[config.mk]
export PLATFORM = sky130hd
export DESIGN_NAME = sltps_top
export DESIGN_NICKNAME = d
export VERILOG_FILES = /design/src/core/sltps_pkg.sv /design/src/core/sltps_top.sv
export SDC_FILE = /design/constraint.sdc
export NUM_CORES = 1
export LEC_CHECK = 0
export ABC_AREA = 0
export BUFFER_PORTS_ARGS = -buffer_cell sky130_fd_sc_hd__buf_2
export CAP_MARGIN = 20
export CORE_UTILIZATION = 42
export CTS_CLUSTER_DIAMETER = 150
export DETAILED_ROUTE_END_ITERATION = 6
export GPL_ROUTABILITY_DRIVEN = 0
export GPL_TIMING_DRIVEN = 0
export MAX_ROUTING_LAYER = met4
export PLACE_DENSITY = 0.67
export SLEW_MARGIN = 20
export SYNTH_ARGS = -nofsm -noshare
export SYNTH_HDL_FRONTEND = slang
export SYNTH_SLANG_ARGS = --single-unit
[constraint.sdc]
create_clock -name clk -period 5.93 [get_ports clk]
set_input_delay 0 -clock clk [delete_from_list [all_inputs] [get_ports clk]]
set_output_delay 0 -clock clk [all_outputs]
set_load 0.01 [all_outputs]
[src/core/sltps_pkg.sv]
package sltps_pkg;

   // ------------------------------------------------------------------
   // Geometry and register map
   // ------------------------------------------------------------------
   localparam int         NUM_LANES     = 4;
   localparam logic [1:0] ADR_PATTERN   = 2'h0;
   localparam logic [1:0] ADR_LINKCFG   = 2'h1;
   localparam logic [1:0] ADR_STATUS    = 2'h2;
   localparam int         PAT_MSB       = 4;
   localparam int         EN_BIT        = 0;
   localparam int         ENC_BIT       = 1;
   localparam int         STAT_EN_BIT   = 8;
   localparam logic [7:0] PATTERN_RST   = 8'h00;
   localparam logic [1:0] LINKCFG_RST   = 2'h2;

   // ------------------------------------------------------------------
   // Pattern select codes
   // ------------------------------------------------------------------
   localparam logic [4:0] PAT_NORMAL    = 5'h00;
   localparam logic [4:0] PAT_PRBS7     = 5'h01;
   localparam logic [4:0] PAT_PRBS15    = 5'h02;
   localparam logic [4:0] PAT_PRBS23    = 5'h03;
   localparam logic [4:0] PAT_RAMP      = 5'h04;
   localparam logic [4:0] PAT_TRANSPORT = 5'h05;
   localparam logic [4:0] PAT_D21_5     = 5'h06;
   localparam logic [4:0] PAT_K28_5     = 5'h07;
   localparam logic [4:0] PAT_ILA       = 5'h08;
   localparam logic [4:0] PAT_RPAT      = 5'h09;
   localparam logic [4:0] PAT_LOW       = 5'h0a;
   localparam logic [4:0] PAT_HIGH      = 5'h0b;
   localparam logic [4:0] PAT_PRBS9     = 5'h0d;
   localparam logic [4:0] PAT_PRBS31    = 5'h0e;
   localparam logic [4:0] PAT_CLOCK     = 5'h0f;
   localparam logic [4:0] PAT_K28_7     = 5'h10;

   // ------------------------------------------------------------------
   // Characters and fixed words
   // ------------------------------------------------------------------
   localparam logic [7:0]  CH_D21_5     = 8'hb5;
   localparam logic [7:0]  CH_K28_5     = 8'hbc;
   localparam logic [7:0]  CH_K28_7     = 8'hfc;
   localparam logic [7:0]  CH_K28_0     = 8'h1c;
   localparam logic [7:0]  CH_K28_3     = 8'h7c;
   localparam logic [15:0] CLK_WORD     = 16'h00ff;
   localparam logic [30:0] PRBS_SEED    = 31'h7fffffff;
   localparam logic [2:0]  RPAT_LAST    = 3'h5;
   localparam logic [15:0] RPAT_TBL [6] = '{16'hbe_d7, 16'h23_47, 16'h6b_8f,
                                          16'hb3_14, 16'h5e_fb, 16'h35_59};

   // ------------------------------------------------------------------
   // Carriers
   // ------------------------------------------------------------------
   typedef struct packed {
      logic        cyc;
      logic        stb;
      logic        we;
      logic [3:0]  adr;
      logic [3:0]  sel;
      logic [31:0] dat;
   } sltps_wb_req_type;

   typedef struct packed {
      logic        ack;
      logic [31:0] dat;
   } sltps_wb_rsp_type;

   typedef struct packed {
      logic [15:0] data;
      logic [1:0]  is_k;
      logic        raw;
   } sltps_lane_type;

endpackage : sltps_pkg

[src/core/sltps_top.sv]
`timescale 1ns/1ns
// Functional notes
// Code 0 (reset value) passes converter data unchanged to every lane.
// Codes 1, 2, 3 send PRBS7, PRBS15, PRBS23 on every active lane.
// Codes 13 and 14 send PRBS9 and PRBS31 on every active lane.
// Code 4 sends a ramp, code 5 the transport-layer pattern.
// Code 6 repeats D21.5; code 7 repeats K28.5, only in 8b/10b.
// Code 8 repeats alignment sequence, code 9 modified RPAT, only 8b/10b.
// Code 10 holds every serial output low.
// Code 11 holds every serial output high.
// Code 15 repeats eight zeros then eight ones on every lane.
// Code 16 repeats K28.7, only in 8b/10b.
// Software picks 8b/10b-only codes only while link mode is 8b/10b.
// Software never writes reserved codes nor the upper three bits.
// Software changes the select only while the link is disabled.
module sltps_top
   import sltps_pkg::*;
(
   input  wire logic                        clk,
   input  wire logic                        rst_n,
   input  wire sltps_wb_req_type            wb_req,
   output sltps_wb_rsp_type                 wb_rsp,
   input  wire logic [NUM_LANES-1:0][15:0]  conv_data,
   output sltps_lane_type [NUM_LANES-1:0]   lane_out
);

   // ------------------------------------------------------------------
   // Helper functions
   // ------------------------------------------------------------------

   // Register decode, shared by write and read paths
   function automatic logic hit(input logic [3:0] adr, input logic [1:0] idx);
      return adr[3:2] == idx;
   endfunction : hit

   // Pattern actually in force; codes the link cannot carry fall back
   function automatic logic [4:0] eff_code(input logic [4:0] code,
                                           input logic [1:0] cfg);
      logic [4:0] res;
      res = PAT_NORMAL;
      if (cfg[EN_BIT]) begin
         case (code)
            PAT_PRBS7, PAT_PRBS15, PAT_PRBS23, PAT_RAMP, PAT_TRANSPORT,
            PAT_D21_5, PAT_LOW, PAT_HIGH, PAT_PRBS9, PAT_PRBS31,
            PAT_CLOCK: res = code;
            // Only reachable with an 8b/10b link mode
            PAT_K28_5, PAT_ILA, PAT_RPAT, PAT_K28_7: begin
               res = cfg[ENC_BIT] ? code : PAT_NORMAL;
            end
            // Reserved codes behave as normal data
            default: res = PAT_NORMAL;
         endcase
      end
      return res;
   endfunction : eff_code

   // Sixteen LFSR steps, oldest bit into data MSB; returns {state, word}
   function automatic logic [46:0] prbs16(input logic [30:0] s_in,
                                          input int len, input int tap);
      logic [30:0] s;
      logic [15:0] w;
      logic        fb;
      s = s_in;
      w = '0;
      fb = 1'b0;
      for (int i = 0; i < 16; i++) begin
         fb = s[len-1] ^ s[tap-1];
         s = {s[29:0], fb};
         w[15-i] = fb;
      end
      return {s, w};
   endfunction : prbs16

   // ------------------------------------------------------------------
   // Wishbone slave
   // ------------------------------------------------------------------
   logic [7:0]       pat_r;
   logic [1:0]       cfg_r;
   logic [4:0]       eff_r;
   logic             en_r;
   sltps_wb_rsp_type rsp_r;
   logic             acc;
   logic             wr;
   logic [31:0]      rd_nxt;

   // One access per request; the ack cycle itself is never re-taken
   assign acc = wb_req.cyc & wb_req.stb & ~rsp_r.ack;
   assign wr  = acc & wb_req.we & wb_req.sel[0];

   // Read mux; unmapped addresses read zero and still get an ack
   always_comb begin
      rd_nxt = '0;
      if (hit(wb_req.adr, ADR_PATTERN)) begin
         rd_nxt[7:0] = pat_r;
      end else if (hit(wb_req.adr, ADR_LINKCFG)) begin
         rd_nxt[1:0] = cfg_r;
      end else if (hit(wb_req.adr, ADR_STATUS)) begin
         rd_nxt[PAT_MSB:0] = eff_r;
         rd_nxt[STAT_EN_BIT] = en_r;
      end
   end

   // Answer one cycle after the request, for one cycle
   always_ff @(posedge clk) begin
      if (!rst_n) begin
         rsp_r <= '0;
      end else begin
         rsp_r.ack <= acc;
         rsp_r.dat <= acc ? rd_nxt : '0;
      end
   end

   // Pattern select; full byte kept so reserved bits read back
   always_ff @(posedge clk) begin
      if (!rst_n) begin
         pat_r <= PATTERN_RST;
      end else if (wr && hit(wb_req.adr, ADR_PATTERN)) begin
         pat_r <= wb_req.dat[7:0];
      end
   end

   // Link enable and encoding mode
   always_ff @(posedge clk) begin
      if (!rst_n) begin
         cfg_r <= LINKCFG_RST;
      end else if (wr && hit(wb_req.adr, ADR_LINKCFG)) begin
         cfg_r <= wb_req.dat[1:0];
      end
   end

   assign wb_rsp = rsp_r;

   // ------------------------------------------------------------------
   // Pattern sequencing
   // ------------------------------------------------------------------
   logic [4:0]  eff_nxt;
   logic        restart;
   logic [7:0]  cnt_r;
   logic [2:0]  rpat_r;
   logic [30:0] prbs_r;
   logic [46:0] prbs_nxt;
   int          p_len;
   int          p_tap;

   // Sequences restart whenever the effective pattern changes, so a
   // select change made with the link live still yields clean patterns
   assign eff_nxt = eff_code(pat_r[PAT_MSB:0], cfg_r);
   assign restart = eff_nxt != eff_r;

   always_ff @(posedge clk) begin
      if (!rst_n) begin
         eff_r <= PAT_NORMAL;
         en_r  <= 1'b0;
      end else begin
         eff_r <= eff_nxt;
         en_r  <= cfg_r[EN_BIT];
      end
   end

   // Shared beat counter for ramp, transport and alignment sequence
   always_ff @(posedge clk) begin
      if (!rst_n) begin
         cnt_r <= '0;
      end else begin
         cnt_r <= restart ? 8'h00 : cnt_r + 8'h01;
      end
   end

   // Modified RPAT index, wraps after six words
   always_ff @(posedge clk) begin
      if (!rst_n) begin
         rpat_r <= '0;
      end else if (restart || rpat_r == RPAT_LAST) begin
         rpat_r <= '0;
      end else begin
         rpat_r <= rpat_r + 3'h1;
      end
   end

   // Polynomial taps for the selected sequence
   always_comb begin
      case (eff_r)
         PAT_PRBS7:  begin p_len = 7;  p_tap = 6;  end
         PAT_PRBS15: begin p_len = 15; p_tap = 14; end
         PAT_PRBS23: begin p_len = 23; p_tap = 18; end
         PAT_PRBS9:  begin p_len = 9;  p_tap = 5;  end
         PAT_PRBS31: begin p_len = 31; p_tap = 28; end
         default:    begin p_len = 7;  p_tap = 6;  end
      endcase
   end

   assign prbs_nxt = prbs16(prbs_r, p_len, p_tap);

   // One generator serves all lanes; every lane carries the same bits
   always_ff @(posedge clk) begin
      if (!rst_n) begin
         prbs_r <= PRBS_SEED;
      end else begin
         prbs_r <= restart ? PRBS_SEED : prbs_nxt[46:16];
      end
   end

   // ------------------------------------------------------------------
   // Common lane word
   // ------------------------------------------------------------------
   logic [15:0] w_data;
   logic [1:0]  w_k;
   logic        w_raw;
   logic [7:0]  ramp_b;

   assign ramp_b = {cnt_r[6:0], 1'b0};

   // Raw words bypass the encoder; the rest are characters
   always_comb begin
      w_data = '0;
      w_k    = 2'b00;
      w_raw  = 1'b0;
      case (eff_r)
         PAT_PRBS7, PAT_PRBS15, PAT_PRBS23, PAT_PRBS9, PAT_PRBS31: begin
            w_data = prbs_nxt[15:0]; // see
            w_raw  = 1'b1;
         end
         PAT_RAMP:  w_data = {ramp_b, ramp_b + 8'h01};
         PAT_D21_5: w_data = {CH_D21_5, CH_D21_5};
         PAT_K28_5: begin
            w_data = {CH_K28_5, CH_K28_5};
            w_k    = 2'b11;
         end
         PAT_ILA: begin
            // Sixteen-beat frame: start marker, ramp body, end marker
            w_data = {ramp_b, ramp_b + 8'h01};
            if (cnt_r[3:0] == 4'h0) begin
               w_data[15:8] = CH_K28_0;
               w_k = 2'b10;
            end else if (cnt_r[3:0] == 4'hf) begin
               w_data[7:0] = CH_K28_3;
               w_k = 2'b01;
            end
         end
         PAT_RPAT:  w_data = RPAT_TBL[rpat_r];
         PAT_LOW: begin
            w_data = 16'h0000;
            w_raw  = 1'b1;
         end
         PAT_HIGH: begin
            w_data = 16'hffff;
            w_raw  = 1'b1;
         end
         PAT_CLOCK: begin
            w_data = CLK_WORD;
            w_raw  = 1'b1;
         end
         PAT_K28_7: begin
            w_data = {CH_K28_7, CH_K28_7};
            w_k    = 2'b11;
         end
         default: w_data = '0;
      endcase
   end

   // ------------------------------------------------------------------
   // Lane output registers
   // ------------------------------------------------------------------
   genvar gl;
   generate
      for (gl = 0; gl < NUM_LANES; gl++) begin : g_lane
         sltps_lane_type ln_r;

         always_ff @(posedge clk) begin
            if (!rst_n) begin
               ln_r <= '0;
            end else if (!en_r) begin
               // Disabled link: lanes sit idle at zero
               ln_r <= '0;
            end else if (eff_r == PAT_NORMAL) begin
               ln_r <= '{data: conv_data[gl], is_k: 2'b00, raw: 1'b0};
            end else if (eff_r == PAT_TRANSPORT) begin
               // Lane number in the top nibble tells lanes apart
               ln_r <= '{data: {4'(gl), 4'h0, ramp_b}, is_k: 2'b00, raw: 1'b0};
            end else begin
               ln_r <= '{data: w_data, is_k: w_k, raw: w_raw};
            end
         end

         assign lane_out[gl] = ln_r;
      end
   endgenerate
endmodule : sltps_top

# ---- Word level (Yosys, flattened, before mapping)
# Memories as Yosys holds them, arrays and structs flattened.
# Cells that the tools add are included.
dict set report totals {
  register_bits 158
  mem_bits_ro 128
  input_bits 109
  out_inout_bits 109
  word_cells 229
  memories 1
}
dict set report classes {
  addsub 5
  order_cmp 3
  eq_ne 35
  n_mux 123
  bitwise_logic 26
  n_reduce_logical 18
}
# name words width read_ports rd_clocked_by_memory_dff write_ports line
set memory_table {}
lappend memory_table {{(name not given)} 8 16 1 0 0 sltps_top.sv:240} ;# PAT_RPAT: w_data = RPAT_TBL[rpat_r];
# cell count
set ops {}
lappend ops {{$bmux W1 S5} 32}
lappend ops {{$mux W19} 8}
lappend ops {{$pmux W16 S9} 1}
lappend ops {{$eq A5 B4 Y1 const B} 14}
lappend ops {{$mux W1} 66}
lappend ops {{$lt A32 B7 Y1 const B} 2}
lappend ops {{$sub A32 B2 Y32 const B} 2}
lappend ops {{$eq A5 B3 Y1 const B} 8}
lappend ops {{$pmux W5 S4} 2}
lappend ops {{$mux W16} 2}
lappend ops {{$mux W8} 3}
lappend ops {{$eq A5 B2 Y1 const B} 4}
lappend ops {{$mux W5} 4}
lappend ops {{$add A8 B1 Y8 const B} 2}
lappend ops {{$xor A1 B1 Y1} 16}
lappend ops {{$reduce_or A11 Y1} 1}
lappend ops {{$eq A5 B1 Y1 const B} 2}
lappend ops {{$eq A5 B5 Y1 const B} 2}
lappend ops {{$pmux W5 S2} 1}
lappend ops {{$reduce_or A5 Y1} 2}
lappend ops {{$reduce_or A4 Y1} 2}
lappend ops {{$reduce_or A8 Y1} 1}
lappend ops {{$reduce_or A2 Y1} 3}
lappend ops {{$logic_not A5 Y1} 1}
lappend ops {{19 further kinds} 29}

# ---- Depth between registers and ports, before layout
# Gate-level depths: netlist (run 1).
dict set report depth {
  depth_word 70
  mapped_depth 16
}

# ---- Worst setup path after synthesis (run 1)
# Ideal clock, no wire load.
dict set report synth_timing {
  kind {register -> register}
  start {reg eff_r[3]}
  end {reg g_lane[0].ln_r, in the netlist lane_out[12]}
  setup_ns 0.156
  arrival_time_ns 3.140
  t_required_ns 5.774
  setup_slack_ns 2.634
  stages_incl_launch_ff 14
  path_buffers 2
  period_less_slack_ns 3.296
  cell_sequence {dfxtp_1 > buf_2 > nor4b_2 > and2_1 > clkbuf_1 > a222oi_1 > or4_1 > nand3_1 > nor3_1 > xor2_1 > o21ai_0 > nor2b_1 > a2111oi_0 > a21oi_1}
}
dict set report synth_via {
  elab_chain_len 34
  word_cells_on_any_way 72
  classes_between {add/sub: 2; eq/ne: 14; mux: 47; bitwise: 7; reduce/logical: 2}
}
# item line
set synth_rtl {}
lappend synth_rtl {{start, declared} sltps_top.sv:79} ;# logic [4:0] eff_r;
lappend synth_rtl {{start signal, assigned} sltps_top.sv:155} ;# eff_r <= eff_nxt;
lappend synth_rtl {{$eq A5 B4 Y1 or $eq A5 B2 Y1 (tied branches)} {sltps_top.sv:182, sltps_top.sv:218}}
lappend synth_rtl {{$pmux W5 S4} sltps_top.sv:182} ;# case (eff_r)
lappend synth_rtl {{$sub A32 B2 Y32} sltps_top.sv:67} ;# fb = s[len-1] ^ s[tap-1];
lappend synth_rtl {{$bmux W1 S5} sltps_top.sv:67}
lappend synth_rtl {{$mux W1 (not written as such) (2 in a row)} sltps_top.sv:67}
lappend synth_rtl {{$xor A1 B1 Y1} sltps_top.sv:67}
lappend synth_rtl {{$bmux W1 S5} sltps_top.sv:67}
lappend synth_rtl {{$mux W1 (not written as such) (2 in a row)} sltps_top.sv:67}
lappend synth_rtl {{[... 14 more ...]} n/a}
lappend synth_rtl {{$mux W1 (not written as such) (2 in a row)} sltps_top.sv:67}
lappend synth_rtl {{$xor A1 B1 Y1} sltps_top.sv:67}
lappend synth_rtl {{$bmux W1 S5} sltps_top.sv:67}
lappend synth_rtl {{$mux W1 (not written as such) (2 in a row)} sltps_top.sv:67}
lappend synth_rtl {{$xor A1 B1 Y1} sltps_top.sv:67}
lappend synth_rtl {{$pmux W16 S9} sltps_top.sv:218} ;# case (eff_r)
lappend synth_rtl {{$mux W19} sltps_top.sv:277} ;# end else if (eff_r == PAT_TRANSPORT) begin
lappend synth_rtl {{$mux W19 *} sltps_top.sv:275} ;# end else if (eff_r == PAT_NORMAL) begin
lappend synth_rtl {{end signal, assigned} sltps_top.sv:276} ;# ln_r <= '{data: conv_data[gl], is_k: 2'b00, raw: 1'b0};
lappend synth_rtl {{end signal, assigned} sltps_top.sv:279} ;# ln_r <= '{data: {4'(gl), 4'h0, ramp_b}, is_k: 2'b00, raw: 1'b0};
lappend synth_rtl {{end signal, assigned} sltps_top.sv:281} ;# ln_r <= '{data: w_data, is_k: w_k, raw: w_raw};
lappend synth_rtl {{end, declared} sltps_top.sv:267} ;# sltps_lane_type ln_r;
# Every way passes the cells marked *; elsewhere a longest branch is shown, timed or not. The select of a mux whose other input is x is not followed.
# A chain may end at the register's enable or synchronous reset.

# ---- Worst setup path in the final report (run 1)
dict set report layout_timing {
  start {reg eff_r[0]}
  end {reg g_lane[3].ln_r, in the netlist lane_out[67]}
}
dict set report layout_via {
  elab_chain_len 42
  word_cells_on_any_way 86
  classes_between {add/sub: 2; eq/ne: 14; mux: 59; bitwise: 9; reduce/logical: 2}
}
# item line
set layout_rtl {}
lappend layout_rtl {{$eq A5 B4 Y1 or $eq A5 B2 Y1 (tied branches)} {sltps_top.sv:182, sltps_top.sv:218}}
lappend layout_rtl {{$pmux W5 S4} sltps_top.sv:182}
lappend layout_rtl {{$sub A32 B2 Y32} sltps_top.sv:67}
lappend layout_rtl {{$bmux W1 S5} sltps_top.sv:67}
lappend layout_rtl {{$mux W1 (not written as such) (2 in a row)} sltps_top.sv:67}
lappend layout_rtl {{$xor A1 B1 Y1} sltps_top.sv:67}
lappend layout_rtl {{$bmux W1 S5} sltps_top.sv:67}
lappend layout_rtl {{$mux W1 (not written as such) (2 in a row)} sltps_top.sv:67}
lappend layout_rtl {{[... 22 more ...]} n/a}
lappend layout_rtl {{$mux W1 (not written as such) (2 in a row)} sltps_top.sv:67}
lappend layout_rtl {{$xor A1 B1 Y1} sltps_top.sv:67}
lappend layout_rtl {{$bmux W1 S5} sltps_top.sv:67}
lappend layout_rtl {{$mux W1 (not written as such) (2 in a row)} sltps_top.sv:67}
lappend layout_rtl {{$xor A1 B1 Y1} sltps_top.sv:67}
lappend layout_rtl {{$pmux W16 S9} sltps_top.sv:218}
lappend layout_rtl {{$mux W19} sltps_top.sv:277}
lappend layout_rtl {{$mux W19 *} sltps_top.sv:275}
lappend layout_rtl {{end signal, assigned} sltps_top.sv:276}
lappend layout_rtl {{end signal, assigned} sltps_top.sv:279}
lappend layout_rtl {{end signal, assigned} sltps_top.sv:281}
lappend layout_rtl {{end, declared} sltps_top.sv:267}
# Marks and branches as above.

==> impl_metrics.ini, run 1 <==
[layout]
diodes = 0
seq_area_sq_mm = 0.00268
area_delta_synth_final_pct = 32.6
multiInputGateArea_sq_mm = 0.00466
nets = 1430
layout.cells.non_filler = 1555
n_fill_cell = 1620
drive_above_1_share_pct = 20.6

[place]
dp_slack_ns = 1.48
dp_hpwl_um = 21500
place.port_buffers = 164
placed_cells = 1445

[synthesis]
synth_cell_types = 90
yosysTopAreaCellShare_pct = 34.0
yosysWarnings = 0
ys_seq_area_share_pct = 34.0
synth-edff-count = 0
ys_async_sr_fraction_pct = 0
synth_largest_area_cell = dfxtp_1
synth_ff_type = dfxtp_1
synth_cells = 1030
syn-mean-instance-area_sq_um = 7.67
synth_seq_cells = 134
synthTopCellsByArea = dfxtp_1 (34%), nand2_1 (7.1%), a21oi_1 (7.0%), o21ai_0 (3.4%), nor2_1 (3.4%)
synthTopCellsByCount = nand2_1 (149), dfxtp_1 (134), a21oi_1 (111), nor2_1 (71), o21ai_0 (54)
synth.most_common_cell = nand2_1
netlist_area_sq_mm = 0.00790

[cts]
cts.sinks = 134
cts.repair.resized = 0
cts_buffers = 17
clk_path_buf_depth = 2
cts_setup_buffers = 0
cts_tree = done
insertion_delay_ns = 0.44
cts_max_level = 4
path_clk_slew_ns = 0.06
cts_hold_buf = 78
root_buffer = clkbuf_16

[detailed_routing]
wl_um = 30800
avgRoutedWirePerCell_um = 19.8
vias = 9313
drt_iter0_drc = 1414
remaining_drc_errors = 14
ant_nets = 0
first_pass_iters = 7
vias_per_cell = 5.99

[worst_setup_path]
startpoint = eff_r[0]$_SDFF_PN0_
crit_path_end_kind = flip-flop
cp_cell_sequence = buf_2, nand3b_1, nor2_2, clkbuf_1, o2111ai_1, o221ai_1, xor2_1, nor2_1, o31ai_1, xor2_1, nor2b_1, a2111oi_2, a21oi_1
cp_common_cell = xor2_1
startpoint_type = flip-flop
cp_max_fo = 10
critical_path_arrival_ns = 5.07
critical_path_class = flip-flop to flip-flop
cpMaxStageDelayCell = xor2_1
cp.required_ns = 6.21
r2r_start = eff_r[0]$_SDFF_PN0_
slowest_delay_ns = 0.77

[power]
seq_power_share_pct = 33.4
power.leakage_nw = 4.78
max-vdd-ir-drop_mv = 0.255
p_clk_share_pct = 32.5
combPwrFrac_pct = 34.2
sw_frac_of_total_pct = 37.9
internal-power_w = 0.00208
cellPowerDensity_mw_per_mm2 = 320
p_sw_w = 0.00127
finalPower_w = 0.00335

[sta]
grt_setup_unrepaired = no
period_share_pct = 80.8
fmax_mhz = 209
slew_viol_final = 0
setup_slack_ns = 1.14
setup_viol = 0
hold_viol = 0
skew_ns = 0.0183
period_needed_ns = 4.79
slew_headroom_pct = 28.8
hold_ws_ns = 0.0275
worst_pin_slew_ns = 1.06
fin_tns_setup_ns = 0

[job]
drv_cap = 0

[global_routing]
grt_max_degree = 17
met2_usage_pct = 48.5
use_met1_pct = 39.7
grt.total_usage_pct = 32.4
grt_pass1_wl_um = 47500
grt_pass1_vias = 8587
grt_overflow_total = 0
grt_busiest_layer = met2
use_met3_pct = 9.63
antenna_found_initial = 0

[min_path]
hold_path_class = primary input to flip-flop
hold_start = wb_req[39]

[floorplan]
core_area_sq_mm = 0.0182
die-height_um = 139
die-area_sq_mm = 0.0194
die_w_um = 139
start_util_pct = 43.4
ios = 218
row_count = 49

[status]
status = finished, violations left
violations = design-rule violations
-- power by group through the flow --
stage / clock network, W / logic, W / registers, W
final: 0.00109 / 0.00114 / 0.00112
after global routing: 0.00113 / 0.00122 / 0.00111
after CTS: 0.00109 / 0.00109 / 0.00110
after detailed placement: 0 / 0.00105 / 0.00111
after global placement: 0 / 0.00104 / 0.00112
after floorplan: 0 / 0.000783 / 0.00105
-- registers in the layout, indices dropped and copies added, names as in the netlist --
| register | flops |
|---|---|
| cnt_r | 7 |
| lane_out | 67 |
| prbs_r | 31 |
| cfg_r | 2 |
| pat_r | 8 |
| eff_r | 5 |
| wb_rsp | 10 |
| rpat_r | 3 |
| en_r | 1 |
-- critical path: cells and delay by family, from the launching register on --
| family | cells | cell delay, ns |
|---|---|---|
| buf+inv | 2 | 0.72 |
| flops | 1 | 0.37 |
| compound gates | 5 | 1.50 |
| simple gates | 4 | 0.99 |
| xor+xnor | 2 | 1.06 |
-- per-layer routing --
metal | share of wire [%] | vias to the layer above
met5 | 0 | -
met4 | 5.3 | 0
met3 | 12 | 179
met2 | 43 | 689
met1 | 39 | 4265
li1 | - | 4180
-- cells by family after synthesis --
| logic type | after synthesis | synth area share (%) |
|---|---|---|
| compound gates | 314 | 26.2 |
| xor+xnor | 31 | 3.44 |
| fa+ha+maj | 8 | 1.27 |
| buf+inv | 133 | 8.19 |
| flops | 134 | 34.0 |
| mux | 21 | 2.68 |
| other cells | 1 | 0.0475 |
| simple gates | 388 | 24.2 |
-- stage by stage --
stage	utilization [%]	instance area (sq um)
floorplan	-	7980
global placement	49.9	9090
detailed placement	50.0	9100
CTS	57.5	10500
global route	57.5	10500
finish	57.5	10500
-- final timing paths --
path              depth (start not counted)                       to  slack [ns]
hold reg to reg                           1     wb_rsp[6]$_SDFF_PN0_        0.46
hold / removal                            3     wb_rsp[8]$_SDFF_PP0_        0.03
setup reg to reg                         13  lane_out[67]$_SDFF_PN0_        1.14
setup / recovery                         13  lane_out[67]$_SDFF_PN0_        1.14
-- layout make-up --
cell class,instances,area share (%)
tap,229,2.73
multi-input combinational,785,44.5
sequential,134,25.6
buffer,105,5.17
timing repair buffer,242,15.3
clock buffer,18,4.10
clock inverter,14,1.58
inverter,28,1.00
-- placed cells by master, fill, tap and decap left out, drive strengths merged, types with 14 or more instances in the layout --
master	Yosys	routed
mux2i	20	20
buf	55	219
nand3	24	24
and2	22	22
xnor2	19	19
nor2b	16	16
o21ai	56	56
dlygate4sd3	0	78
a31oi	26	26
conb	1	23
clkbuf	50	68
a211oi	14	14
dfxtp	134	134
nand2b	23	23
nor3	24	24
a21oi	113	113
nor2	73	73
nand2	149	149
inv	28	35
Note: power is estimated with default switching activity, not from simulation.
==> run 2, diff against run 1 <==
clock period = 4.7 ns   (was 5.93 ns; I/O delays follow)
==> run 2 against run 1 <==
The flow still finishes with violations (design-rule violations). Setup slack worse by 0.95 ns. Critical path depth up 1. Power up 27%. Design area up 0.33%. Die area unchanged. Clock-buffer cell count unchanged. Clock skew about the same. First-iteration DRC count down 1.1%. Wire length about the same. Largest power group unchanged.
==> impl_metrics.ini, run 2 (synthesis results as in run 1) <==
[status]
status = finished, violations left
violations = design-rule violations

[min_path]
hold_path_class = primary input to flip-flop

[sta]
hold_viol = 0
worst_pin_slew_ns = 0.975
fin_tns_setup_ns = 0
period_needed_ns = 4.51
skew_ns = 0.0181
fmax_mhz = 222
grt_setup_unrepaired = no
setup_viol = 0
slew_viol_final = 0
period_share_pct = 96.0
hold_ws_ns = 0.0309
slew_headroom_pct = 34.3

[global_routing]
grt.total_usage_pct = 32.4
grt_overflow_total = 0
antenna_found_initial = 0
grt_pass1_vias = 8587
grt_max_degree = 17
grt_pass1_wl_um = 47500

[detailed_routing]
ant_nets = 0
avgRoutedWirePerCell_um = 19.8
first_pass_iters = 7
vias = 9348
drt_iter0_drc = 1399
remaining_drc_errors = 22
wl_um = 30900
vias_per_cell = 6.00

[power]
internal-power_w = 0.00265
combPwrFrac_pct = 34.7
sw_frac_of_total_pct = 37.8
max-vdd-ir-drop_mv = 0.324
power.leakage_nw = 4.80
cellPowerDensity_mw_per_mm2 = 405
p_clk_share_pct = 32.2
seq_power_share_pct = 33.1
p_sw_w = 0.00161

[cts]
cts.sinks = 134
clk_path_buf_depth = 2
root_buffer = clkbuf_16
cts_tree = done
cts_max_level = 4
insertion_delay_ns = 0.44
cts_buffers = 17
path_clk_slew_ns = 0.06

[place]
place.port_buffers = 164
placed_cells = 1445
dp_hpwl_um = 21500

[worst_setup_path]
cp_common_cell = nand3_1
cp.required_ns = 5.07
slowest_delay_ns = 0.75
cp_max_fo = 10
critical_path_class = flip-flop to flip-flop
critical_path_arrival_ns = 4.88
startpoint_type = flip-flop
cp_cell_sequence = buf_4, nor2b_1, clkbuf_1, o21ai_0, a222oi_1, or4_1, nand3_1, nor3_1, mux2i_1, nand3_1, xor2_1, a211oi_1, nor2_1, a21o_1
cpMaxStageDelayCell = a222oi_1
crit_path_end_kind = flip-flop

[layout]
final_util_pct = 57.7
diodes = 0
nets = 1433
drive_above_1_share_pct = 20.9
final_common_cell = buf_2
largest_reg_flops = 67
area_delta_synth_final_pct = 33.1
layout.cells.non_filler = 1558
most-common-layout-cells = buf_2 (176), nand2_1 (149), dfxtp_1 (134)

[floorplan]
ios = 218
start_util_pct = 43.4
core_area_sq_mm = 0.0182
die_w_um = 139
die-height_um = 139
die-area_sq_mm = 0.0194
row_count = 49

[job]
drv_cap = 0
-- run 2: through the flow --
step / setup slack [ns] / power, W / cell area (sq um)
2_1_floorplan: 1.40 / 0.00231 / 7980
3_3_place_gp: 0.0783 / 0.00273 / 9090
3_5_place_dp: 0.246 / 0.00273 / 9100
4_1_cts: 0.164 / 0.00414 / 10500
5_1_grt: 0.000362 / 0.00441 / 10500
6_report: 0.190 / 0.00426 / 10500
-- run 2: power by group through the flow --
stage	Clock (W)	Sequential, W	Combinational [W]
after floorplan	0	0.00132	0.000988
after global placement	0	0.00141	0.00131
after detailed placement	0	0.00141	0.00133
after CTS	0.00137	0.00138	0.00138
after global routing	0.00143	0.00140	0.00158
final	0.00137	0.00141	0.00148
-- run 2: worst max-delay path: cells and delay by family, from the launching register on --
kind                   cells  cell delay [ns]
AO/OA/AOI/OAI              4             1.35
XOR/XNOR                   1             0.44
buffers and inverters      2             0.58
flip-flops                 1             0.31
multiplexers               1             0.41
AND/OR/NAND/NOR            6             1.37
-- run 2: final timing paths --
kind / from / to / slack (ns) / cells past startpoint
setup / recovery: eff_r[1]$_SDFF_PN0_ / lane_out[64]$_SDFF_PN0_ / 0.19 / 14
hold reg to reg: pat_r[6]$_SDFFE_PN0P_ / wb_rsp[6]$_SDFF_PN0_ / 0.46 / 1
setup reg to reg: eff_r[1]$_SDFF_PN0_ / lane_out[64]$_SDFF_PN0_ / 0.19 / 14
hold / removal: wb_req[39] / wb_rsp[8]$_SDFF_PP0_ / 0.03 / 3
-- run 2: cell type report --
type                            instances  area [sq um]
Timing Repair Buffer                  245          1620
Inverter                               28           105
Multi-Input combinational cell        785          4680
Buffer                                105           542
Clock buffer                           18           429
Clock inverter                         14           165
Fill cell                            1614          7700
Tap cell                              229           287
Sequential cell                       134          2680
-- run 2: repair_timing --
action,CTS,global route
hold endpoints to repair,83,0
hold buffers,78,0
setup buffers,0,3
gates resized for setup,0,2
endpoints found under the setup margin,0,12
-- run 2: layer usage --
layer | vias up | routed length (um) | GRT usage (%)
met4 | 0 | 1590 | 15.6
met2 | 724 | 13500 | 48.5
met1 | 4255 | 11900 | 39.7
met3 | 183 | 3860 | 9.63
li1 | 4186 | - | -
met5 | - | 0 | -
